--- src/timer_waveform_pkg.sv ---
// constants, types and carriers for the 8-bit timer waveform mode block
//
// Functional notes
// - only mode field picks count sequence
// - normal mode increments and wraps FF to 00
// - normal overflow flag sets when count hits zero
// - mode 2 clears count on compare A match
// - mode 2 compare A written directly, unbuffered
// - mode 2 compare A flag sets every period
// - mode 2 action 1 toggles output A
// - mode 2 overflow sets on FF to 00
// - modes 3/7 fast PWM, top FF or A
// - fast PWM clears count after top cycle
// - fast PWM overflow flag sets at top
// - fast PWM action 2 clear/set, 3 inverse
// - PWM action 1 toggles A only if bit2
// - fast PWM keeps compare double buffering always
// - fast PWM extremes give spike or constant level
// - modes 1/5 phase correct, top FF or A
// - phase correct holds top one cycle, reverses
// - phase correct overflow flag sets at bottom
// - phase correct clear up, set down, or inverse
// - phase correct compare extremes give constant levels
// - phase correct forces up-match level for symmetry
// - counter write beats clear and count
// - compare match sets flag next timer cycle
// - compare buffered in PWM, direct otherwise
// - clock select zero stops counting, flags and waveform
package timer_waveform_pkg;

    // counter extremes
    localparam logic [7:0] COUNT_MAX = 8'hFF;
    localparam logic [7:0] COUNT_BOTTOM = 8'h00;
    localparam logic [7:0] COUNT_ONE = 8'h01;

    // waveform mode field values
    localparam logic [2:0] MODE_NORMAL = 3'h0;
    localparam logic [2:0] MODE_PC_FULL = 3'h1;
    localparam logic [2:0] MODE_CLEAR_ON_MATCH = 3'h2;
    localparam logic [2:0] MODE_FAST_FULL = 3'h3;
    localparam logic [2:0] MODE_PC_TOP_A = 3'h5;
    localparam logic [2:0] MODE_FAST_TOP_A = 3'h7;

    // output action field values
    localparam logic [1:0] ACTION_NONE = 2'h0;
    localparam logic [1:0] ACTION_TOGGLE = 2'h1;
    localparam logic [1:0] ACTION_CLEAR = 2'h2;
    localparam logic [1:0] ACTION_SET = 2'h3;

    // clock select value that halts the counter
    localparam logic [2:0] CLOCK_STOPPED = 3'h0;

    // count direction, one-hot
    typedef enum logic [1:0] {
        DIR_UP = 2'b01,
        DIR_DOWN = 2'b10
    } dir_type;

    // software configuration carrier
    typedef struct packed {
        logic [2:0] waveform_mode_sel;
        logic [2:0] clock_select;
        logic [1:0][1:0] output_action_sel; // index 0 is channel A
    } timer_config_type;

    // all state of the block
    typedef struct packed {
        logic [7:0] count;
        dir_type dir;
        logic [1:0][7:0] cmp; // active compare values
        logic overflow;
        logic [1:0] flag;
        logic [1:0] wave;
        logic [1:0] wave_en;
        logic [1:0] sync; // pending symmetry fix-up
        logic block; // match blocked after a counter write
    } timer_state_type;

    // reset values
    localparam timer_state_type STATE_RESET = '{
        count: COUNT_BOTTOM,
        dir: DIR_UP,
        cmp: '0,
        overflow: 1'b0,
        flag: 2'b00,
        wave: 2'b00,
        wave_en: 2'b00,
        sync: 2'b00,
        block: 1'b0
    };

endpackage

--- src/timer_waveform_modes.sv ---
// counter, compare, flag and waveform logic of the 8-bit timer
module timer_waveform_modes
    import timer_waveform_pkg::*;
(
    input wire logic ref_clk,
    input wire logic reset_n,
    input wire logic timer_tick,
    input wire timer_config_type cfg,
    input wire logic [1:0][7:0] compare_value,
    input wire logic count_write,
    input wire logic [7:0] count_write_data,
    input wire logic overflow_clear,
    input wire logic [1:0] compare_flag_clear,
    output logic [7:0] count_value,
    output logic count_down,
    output logic overflow_flag,
    output logic compare_a_flag,
    output logic compare_b_flag,
    output logic wave_out_a,
    output logic wave_out_b,
    output logic wave_a_override,
    output logic wave_b_override
);

    ////////////////////////////////////////////////////////////////////////////////
    // mode decode

    timer_state_type state_q; // registered state
    timer_state_type state_d; // next state
    logic run; // one timer clock edge
    logic is_clear_on_match;
    logic is_fast;
    logic is_pc;
    logic is_pwm;
    logic waveform_mode_bit2;
    logic [7:0] top_value;
    logic at_top;
    logic at_bottom;
    logic [1:0] match; // unblocked compare equality
    logic [1:0] wave_next;
    logic [1:0] wave_en_next;
    logic [1:0][7:0] cmp_next;
    logic [1:0] sync_next;

    // stopped clock select keeps every edge idle, counter still writable
    assign run = timer_tick && (cfg.clock_select != CLOCK_STOPPED);
    // counting sequence comes from the mode field only; actions never enter here
    assign waveform_mode_bit2 = cfg.waveform_mode_sel[2];
    assign is_clear_on_match = cfg.waveform_mode_sel == MODE_CLEAR_ON_MATCH;
    assign is_fast = (cfg.waveform_mode_sel == MODE_FAST_FULL) ||
                     (cfg.waveform_mode_sel == MODE_FAST_TOP_A);
    assign is_pc = (cfg.waveform_mode_sel == MODE_PC_FULL) ||
                   (cfg.waveform_mode_sel == MODE_PC_TOP_A);
    // modes 4 and 6 fall through to normal counting
    assign is_pwm = is_fast || is_pc;
    // top is compare A only in PWM modes with bit 2 set
    assign top_value = (is_pwm && waveform_mode_bit2) ? state_q.cmp[0] : COUNT_MAX;
    assign at_top = state_q.count == top_value;
    assign at_bottom = state_q.count == COUNT_BOTTOM;

    ////////////////////////////////////////////////////////////////////////////////
    // per-channel compare, buffering and waveform

    for (genvar ch = 0; ch < 2; ch++) begin : g_chan
        logic [1:0] act;
        logic up_match; // match treated as an up-count match
        assign act = cfg.output_action_sel[ch];
        // a counter write hides the match on the following timer edge
        assign match[ch] = (state_q.count == state_q.cmp[ch]) && !state_q.block;
        // bottom counts as up, top as down, so extremes give steady levels
        assign up_match = at_bottom || (!at_top && state_q.dir == DIR_UP);

        // compare buffer: direct in non-PWM, loaded at top in PWM
        always_comb begin
            cmp_next[ch] = state_q.cmp[ch];
            if (!is_pwm) begin
                cmp_next[ch] = compare_value[ch];
            end else if (run && at_top) begin
                // fast PWM keeps buffering even while A toggles
                cmp_next[ch] = compare_value[ch];
            end
        end

        // symmetry fix-up: armed when compare leaves max or count starts above it
        always_comb begin
            sync_next[ch] = state_q.sync[ch];
            if (!is_pc) begin
                sync_next[ch] = 1'b0;
            end else if (count_write && count_write_data > state_q.cmp[ch]) begin
                sync_next[ch] = 1'b1;
            end else if (state_q.cmp[ch] == COUNT_MAX && cmp_next[ch] != COUNT_MAX) begin
                sync_next[ch] = 1'b1;
            end else if (run && at_bottom) begin
                sync_next[ch] = 1'b0;
            end
        end

        // pin override: reserved toggle in PWM leaves the pin to the port
        always_comb begin
            wave_en_next[ch] = act != ACTION_NONE;
            if (is_pwm && act == ACTION_TOGGLE && (ch != 0 || !waveform_mode_bit2)) begin
                wave_en_next[ch] = 1'b0;
            end
        end

        // waveform register update on each timer edge
        always_comb begin
            wave_next[ch] = state_q.wave[ch];
            if (run) begin
                if (!is_pwm) begin
                    // non-PWM: toggle, clear or set on match
                    if (match[ch]) begin
                        case (act)
                            ACTION_TOGGLE: begin
                                wave_next[ch] = !state_q.wave[ch];
                            end
                            ACTION_CLEAR: begin
                                wave_next[ch] = 1'b0;
                            end
                            ACTION_SET: begin
                                wave_next[ch] = 1'b1;
                            end
                            default: begin
                                wave_next[ch] = state_q.wave[ch];
                            end
                        endcase
                    end
                end else if (is_fast) begin
                    if (at_top && act[1]) begin
                        // top to bottom: set for action 2, clear for 3; wins over match at top
                        wave_next[ch] = act == ACTION_CLEAR;
                    end else if (match[ch] && act[1]) begin
                        wave_next[ch] = act == ACTION_SET;
                    end else if (match[ch] && act == ACTION_TOGGLE && waveform_mode_bit2 && ch == 0) begin
                        wave_next[ch] = !state_q.wave[ch];
                    end
                end else begin
                    if (state_q.sync[ch] && at_bottom && act[1]) begin
                        // forced up-count level without a match
                        wave_next[ch] = act == ACTION_SET;
                    end else if (match[ch] && act[1]) begin
                        // up: clear for 2, set for 3; down the reverse
                        wave_next[ch] = up_match ? (act == ACTION_SET) : (act == ACTION_CLEAR);
                    end else if (match[ch] && act == ACTION_TOGGLE && waveform_mode_bit2 && ch == 0) begin
                        wave_next[ch] = !state_q.wave[ch];
                    end
                end
            end
        end
    end

    ////////////////////////////////////////////////////////////////////////////////
    // counter, direction and flags

    always_comb begin
        state_d = state_q;
        state_d.cmp = cmp_next;
        state_d.sync = sync_next;
        state_d.wave = wave_next;
        state_d.wave_en = wave_en_next;
        if (count_write) begin
            // software write wins over any count or clear, and blocks next match
            state_d.count = count_write_data;
            state_d.block = 1'b1;
        end else if (run) begin
            state_d.block = 1'b0;
            if (is_fast) begin
                state_d.dir = DIR_UP;
                state_d.count = at_top ? COUNT_BOTTOM : state_q.count + COUNT_ONE;
            end else if (is_pc) begin
                if (state_q.dir == DIR_UP && at_top) begin
                    // top seen for one edge, then head down
                    state_d.dir = DIR_DOWN;
                    state_d.count = (top_value == COUNT_BOTTOM) ? COUNT_BOTTOM : top_value - COUNT_ONE;
                end else if (state_q.dir == DIR_DOWN && at_bottom) begin
                    state_d.dir = DIR_UP;
                    state_d.count = (top_value == COUNT_BOTTOM) ? COUNT_BOTTOM : COUNT_ONE;
                end else if (state_q.dir == DIR_UP) begin
                    state_d.count = state_q.count + COUNT_ONE;
                end else begin
                    state_d.count = state_q.count - COUNT_ONE;
                end
            end else if (is_clear_on_match && state_q.count == state_q.cmp[0]) begin
                // a missed match runs on to FF and wraps first
                state_d.dir = DIR_UP;
                state_d.count = COUNT_BOTTOM;
            end else begin
                // normal wraps FF to 00 with no hardware clear
                state_d.dir = DIR_UP;
                state_d.count = state_q.count + COUNT_ONE;
            end
        end
        // overflow: set wins over a clear in the same cycle
        state_d.overflow = state_q.overflow && !overflow_clear;
        if (run && !count_write) begin
            if (is_fast && at_top) begin
                state_d.overflow = 1'b1;
            end else if (is_pc && state_q.dir == DIR_DOWN && state_q.count == COUNT_ONE) begin
                state_d.overflow = 1'b1;
            end else if (!is_pwm && state_q.count == COUNT_MAX) begin
                state_d.overflow = 1'b1;
            end
        end
        // compare flags land on the timer edge after equality is seen
        state_d.flag = (state_q.flag & ~compare_flag_clear) | (run ? match : 2'b00);
    end

    // state register
    always_ff @(posedge ref_clk or negedge reset_n) begin
        if (!reset_n) begin
            state_q <= STATE_RESET;
        end else begin
            state_q <= state_d;
        end
    end

    // outputs straight from state flip-flops
    assign count_value = state_q.count;
    assign count_down = state_q.dir == DIR_DOWN;
    assign overflow_flag = state_q.overflow;
    assign compare_a_flag = state_q.flag[0];
    assign compare_b_flag = state_q.flag[1];
    assign wave_out_a = state_q.wave[0];
    assign wave_out_b = state_q.wave[1];
    assign wave_a_override = state_q.wave_en[0];
    assign wave_b_override = state_q.wave_en[1];

    ////////////////////////////////////////////////////////////////////////////////
    // assertions

    logic normal_like; // modes 0, 4, 6
    assign normal_like = !is_clear_on_match && !is_pwm;
endmodule

--- config.mk ---
export PLATFORM = sky130hd
export DESIGN_NAME = timer_waveform_modes
export DESIGN_NICKNAME = d
export VERILOG_FILES = /design/src/timer_waveform_pkg.sv /design/src/timer_waveform_modes.sv
export SDC_FILE = /design/constraint.sdc
export NUM_CORES = 1
export LEC_CHECK = 0
export ABC_AREA = 1
export BUFFER_PORTS_ARGS = -buffer_cell sky130_fd_sc_hd__buf_2
export CAP_MARGIN = 15
export CORE_AREA = 2 2 84 86
export DETAILED_ROUTE_END_ITERATION = 10
export DIE_AREA = 0 0 86 88
export PLACE_DENSITY = 0.76
export SLEW_MARGIN = 15
export SYNTH_ARGS = -nofsm -noshare
export SYNTH_HDL_FRONTEND = slang
export SYNTH_SLANG_ARGS = --single-unit
--- constraint.sdc ---
create_clock -name ref_clk -period 2.1 [get_ports ref_clk]
set_input_delay 0.42 -clock ref_clk [delete_from_list [all_inputs] [get_ports ref_clk]]
set_output_delay 0.42 -clock ref_clk [all_outputs]
set_load 0.01 [all_outputs]
==> results.sh <==
export IMPL_syn_area_per_cell_um2=6.612
export IMPL_crit_top_cell="nand2_1"
export IMPL_fp_row_count=30
export IMPL_p_leak_nw=2.218
export IMPL_hpwl_mm=8.620
export IMPL_crit_fanout=7
export IMPL_antenna_found_initial=0
export IMPL_wl_per_cell_um=16.36
export IMPL_core_area_um2=6644
export IMPL_drv_cap=0
export IMPL_rsz0062_at_grt="yes"
export IMPL_drive_above_1_share_pct=27.46
export IMPL_ys_async_sr_fraction_pct=100.0
export IMPL_cts_max_path_buffers=2
export IMPL_synth_seq_cells=36
export IMPL_finalSetupViolations=0
export IMPL_syn_area_um2=3392
export IMPL_die_h_um=88
export IMPL_cts_clk_slew_worst_paths_ns=0.08
export IMPL_cts_buffers=5
export IMPL_ys_flop_type="dfrtp_1"
export IMPL_dpl_instance_area_um2=4053
export IMPL_maxSlewViolCount=0
export IMPL_fin_area_um2=4362
export IMPL_grt_use_total_pct=30.49
export IMPL_drtIter0Drc=301
export IMPL_relSlewSlack_pct=43.83
export IMPL_clkLatencyLatePin_ns=0.30
export IMPL_post_drt_via_cell_ratio=5.677
export IMPL_diodes=0
export IMPL_synth_area_leader_cell="dfrtp_1"
export IMPL_pre_cts_ws_ns=-0.1365
export IMPL_drc_errors=0
export IMPL_dr_total_vias=3968
export IMPL_area_growth_pct=28.59
export IMPL_dp_cells=681
export IMPL_cts_hold_buf=0
export IMPL_critPathSlowestCell="dfrtp_1"
export IMPL_gr_total_overflow=0
export IMPL_grt_pass1_wl_mm=17.77
export IMPL_grt_pass1_vias=3645
export IMPL_worst_ep_required_time_ns=2.33
export IMPL_crit_chain="clkinvlp_4 > buf_6 > nand2_1 > nand2_1 > nand2_1 > nor2_4 > nand3_4 > clkbuf_16 > nand3_1 > nand2_1 > nand2_1 > nor2_1 > nand2_1 > nand2_1 > a21oi_1"
export IMPL_ios=57
export IMPL_port_buffer_count=56
export IMPL_yosys_warnings=0
export IMPL_hold_path_class="in -> async"
export IMPL_grt_max_degree=37
export IMPL_ys_types=40
export IMPL_period_needed_ns=1.980
export IMPL_routed_top_layer="met4"
export IMPL_powerDensity_nw_per_um2=539.7
export IMPL_synth_nets=575
export IMPL_critical_path_class="reg -> reg"
export IMPL_timing_rr_end="state_q[2]"
export IMPL_vdd_drop_max_mv=0.3090
export IMPL_worst_hold_slack_ns=0.2134
export IMPL_synth_edf_count=0
export IMPL_routed_wl_met2_mm=5.278
export IMPL_dieArea_um2=7568
export IMPL_wirelength_mm=11.43
export IMPL_first_pass_iters=5
export IMPL_initial_core_util_pct=51.05
export IMPL_finalHoldViolCount=0
export IMPL_die_w_um=86
export IMPL_finalClockSkew_ns=0.01207
export IMPL_cp_top_family="simple AND/OR/NAND/NOR gates"
export IMPL_instances_no_fill=699
export IMPL_r2r_cells=15
export IMPL_endpoint_kind="register"
export IMPL_crit_end="state_q[2]"
export IMPL_synth_top_area_share_pct=25.82
export IMPL_place_gp_congestion=0.9660
export IMPL_cts_tree="built"
export IMPL_finalNetCount=680
export IMPL_worstMarginPinSlew_ns=0.8425
export IMPL_synthTopCellsByArea="dfrtp_1 (26%), nand2_1 (17%), ha_1 (7.7%)"
export IMPL_ff2ff_setup_slack_ns=0.12
export IMPL_period_share_pct=94.30
export IMPL_synth_most_common_cell="nand2_1"
export IMPL_cp_depth=15
export IMPL_status="complete, no violations"
export IMPL_final_antenna_net_count=0
export IMPL_cp_num_buf_inv=3
export IMPL_netlist_instances=513
export IMPL_r2r_start="count_value[0]"
export IMPL_htreeDepth=2
export IMPL_synthTopCellsByCount="nand2_1 (151), inv_1 (54), nand3_1 (42), nor2_1 (40), dfrtp_1 (35)"
export IMPL_cts_root_buf="clkbuf_8"
export IMPL_route_met3_wl_um=874
export IMPL_cts_sinks=36
export IMPL_max_freq_ghz=0.5050
export IMPL_wl_met1_mm=4.807
export IMPL_worstSetupStartpoint="count_value[0]"
export IMPL_fin_ws_ns=0.1197
export IMPL_cp_arrival_ns=2.21
export IMPL_synth_seq_area_share_pct=26.60
export IMPL_fin_util_pct=65.65
export IMPL_startpoint_type="register"
export IMPL_slowest_delay_ns=0.41
==> registers in the layout, indices dropped and copies added, names as in the netlist <==
register	flops
state_q	21
overflow_flag	1
wave_a_override	1
wave_out_a	1
compare_a_flag	1
wave_b_override	1
wave_out_b	1
count_value	8
compare_b_flag	1
==> placed cells by master, fill, tap and decap left out, drive strengths merged, types with 2 or more instances in the layout <==
cell type	instances
nand2	156
buf	116
inv	56
nor2	47
nand3	44
dfrtp	35
o21ai	30
a21oi	28
ha	21
xor2	16
o211ai	15
nand4	13
clkbuf	7
o22ai	6
nor3	6
xnor2	4
a31oi	3
clkinvlp	2
nand3b	2
clkinv	2
a21boi	2
==> kinds of logic (layout without fill, tap and decap cells) <==
kind of cell | Yosys count | count (layout) | share of synthesized area [%]
compound gates | 88 | 88 | 15.09
xor+xnor | 20 | 20 | 5.164
fa+ha+maj | 21 | 21 | 7.746
buf+inv | 79 | 184 | 10.25
flops | 36 | 36 | 26.60
simple gates | 269 | 270 | 35.15
==> per-stage QoR <==
| step | TNS [ns] | power (mW) |
|---|---|---|
| 2_1_floorplan | 0 | 1.324 |
| 3_3_place_gp | -0.6346 | 1.633 |
| 3_5_place_dp | -0.8520 | 1.649 |
| 4_1_cts | 0 | 2.278 |
| 5_1_grt | -0.08013 | 2.496 |
| 6_report | 0 | 2.354 |
==> routing by layer <==
layer	vias up	global-route usage (%)
met5	-	0
met4	0	14.86
met3	45	4.901
met2	212	48.20
met1	1806	40.70
li1	1905	-
==> where the power goes <==
group,switching [mW],internal (mW)
registers,0.0718,0.756
logic,0.525,0.365
clock network,0.284,0.352
==> what timing repair did <==
action,CTS,global route
resized for setup,0,37
setup buffers,0,8
endpoints found under the setup margin,0,14
==> worst min path at each step <==
stage / startpoint / end / slack [ns] / cells after the start
finish: reset_n / state_q[27] / 0.21 / 1
global route: reset_n / count_value[4] / 0.26 / 1
CTS: reset_n / state_q[27] / 0.25 / 1
detailed placement: state_q[27] / state_q[27] / 0.49 / 2
global placement: state_q[27] / state_q[27] / 0.49 / 2
floorplan: reset_n / compare_a_flag / 0.12 / 0
==> layout make-up <==
| type | count | area, µm² |
|---|---|---|
| well taps | 80 | 100.1 |
| clock buffers | 5 | 68.82 |
| fillers | 597 | 2282 |
| clock inverters | 3 | 42.54 |
| flip-flops and latches | 36 | 908.4 |
| repair buffers | 118 | 800.8 |
| multi-input cells | 399 | 2220 |
| inverters | 58 | 221.5 |
No activity file was read; power rests on OpenSTA's default activity.
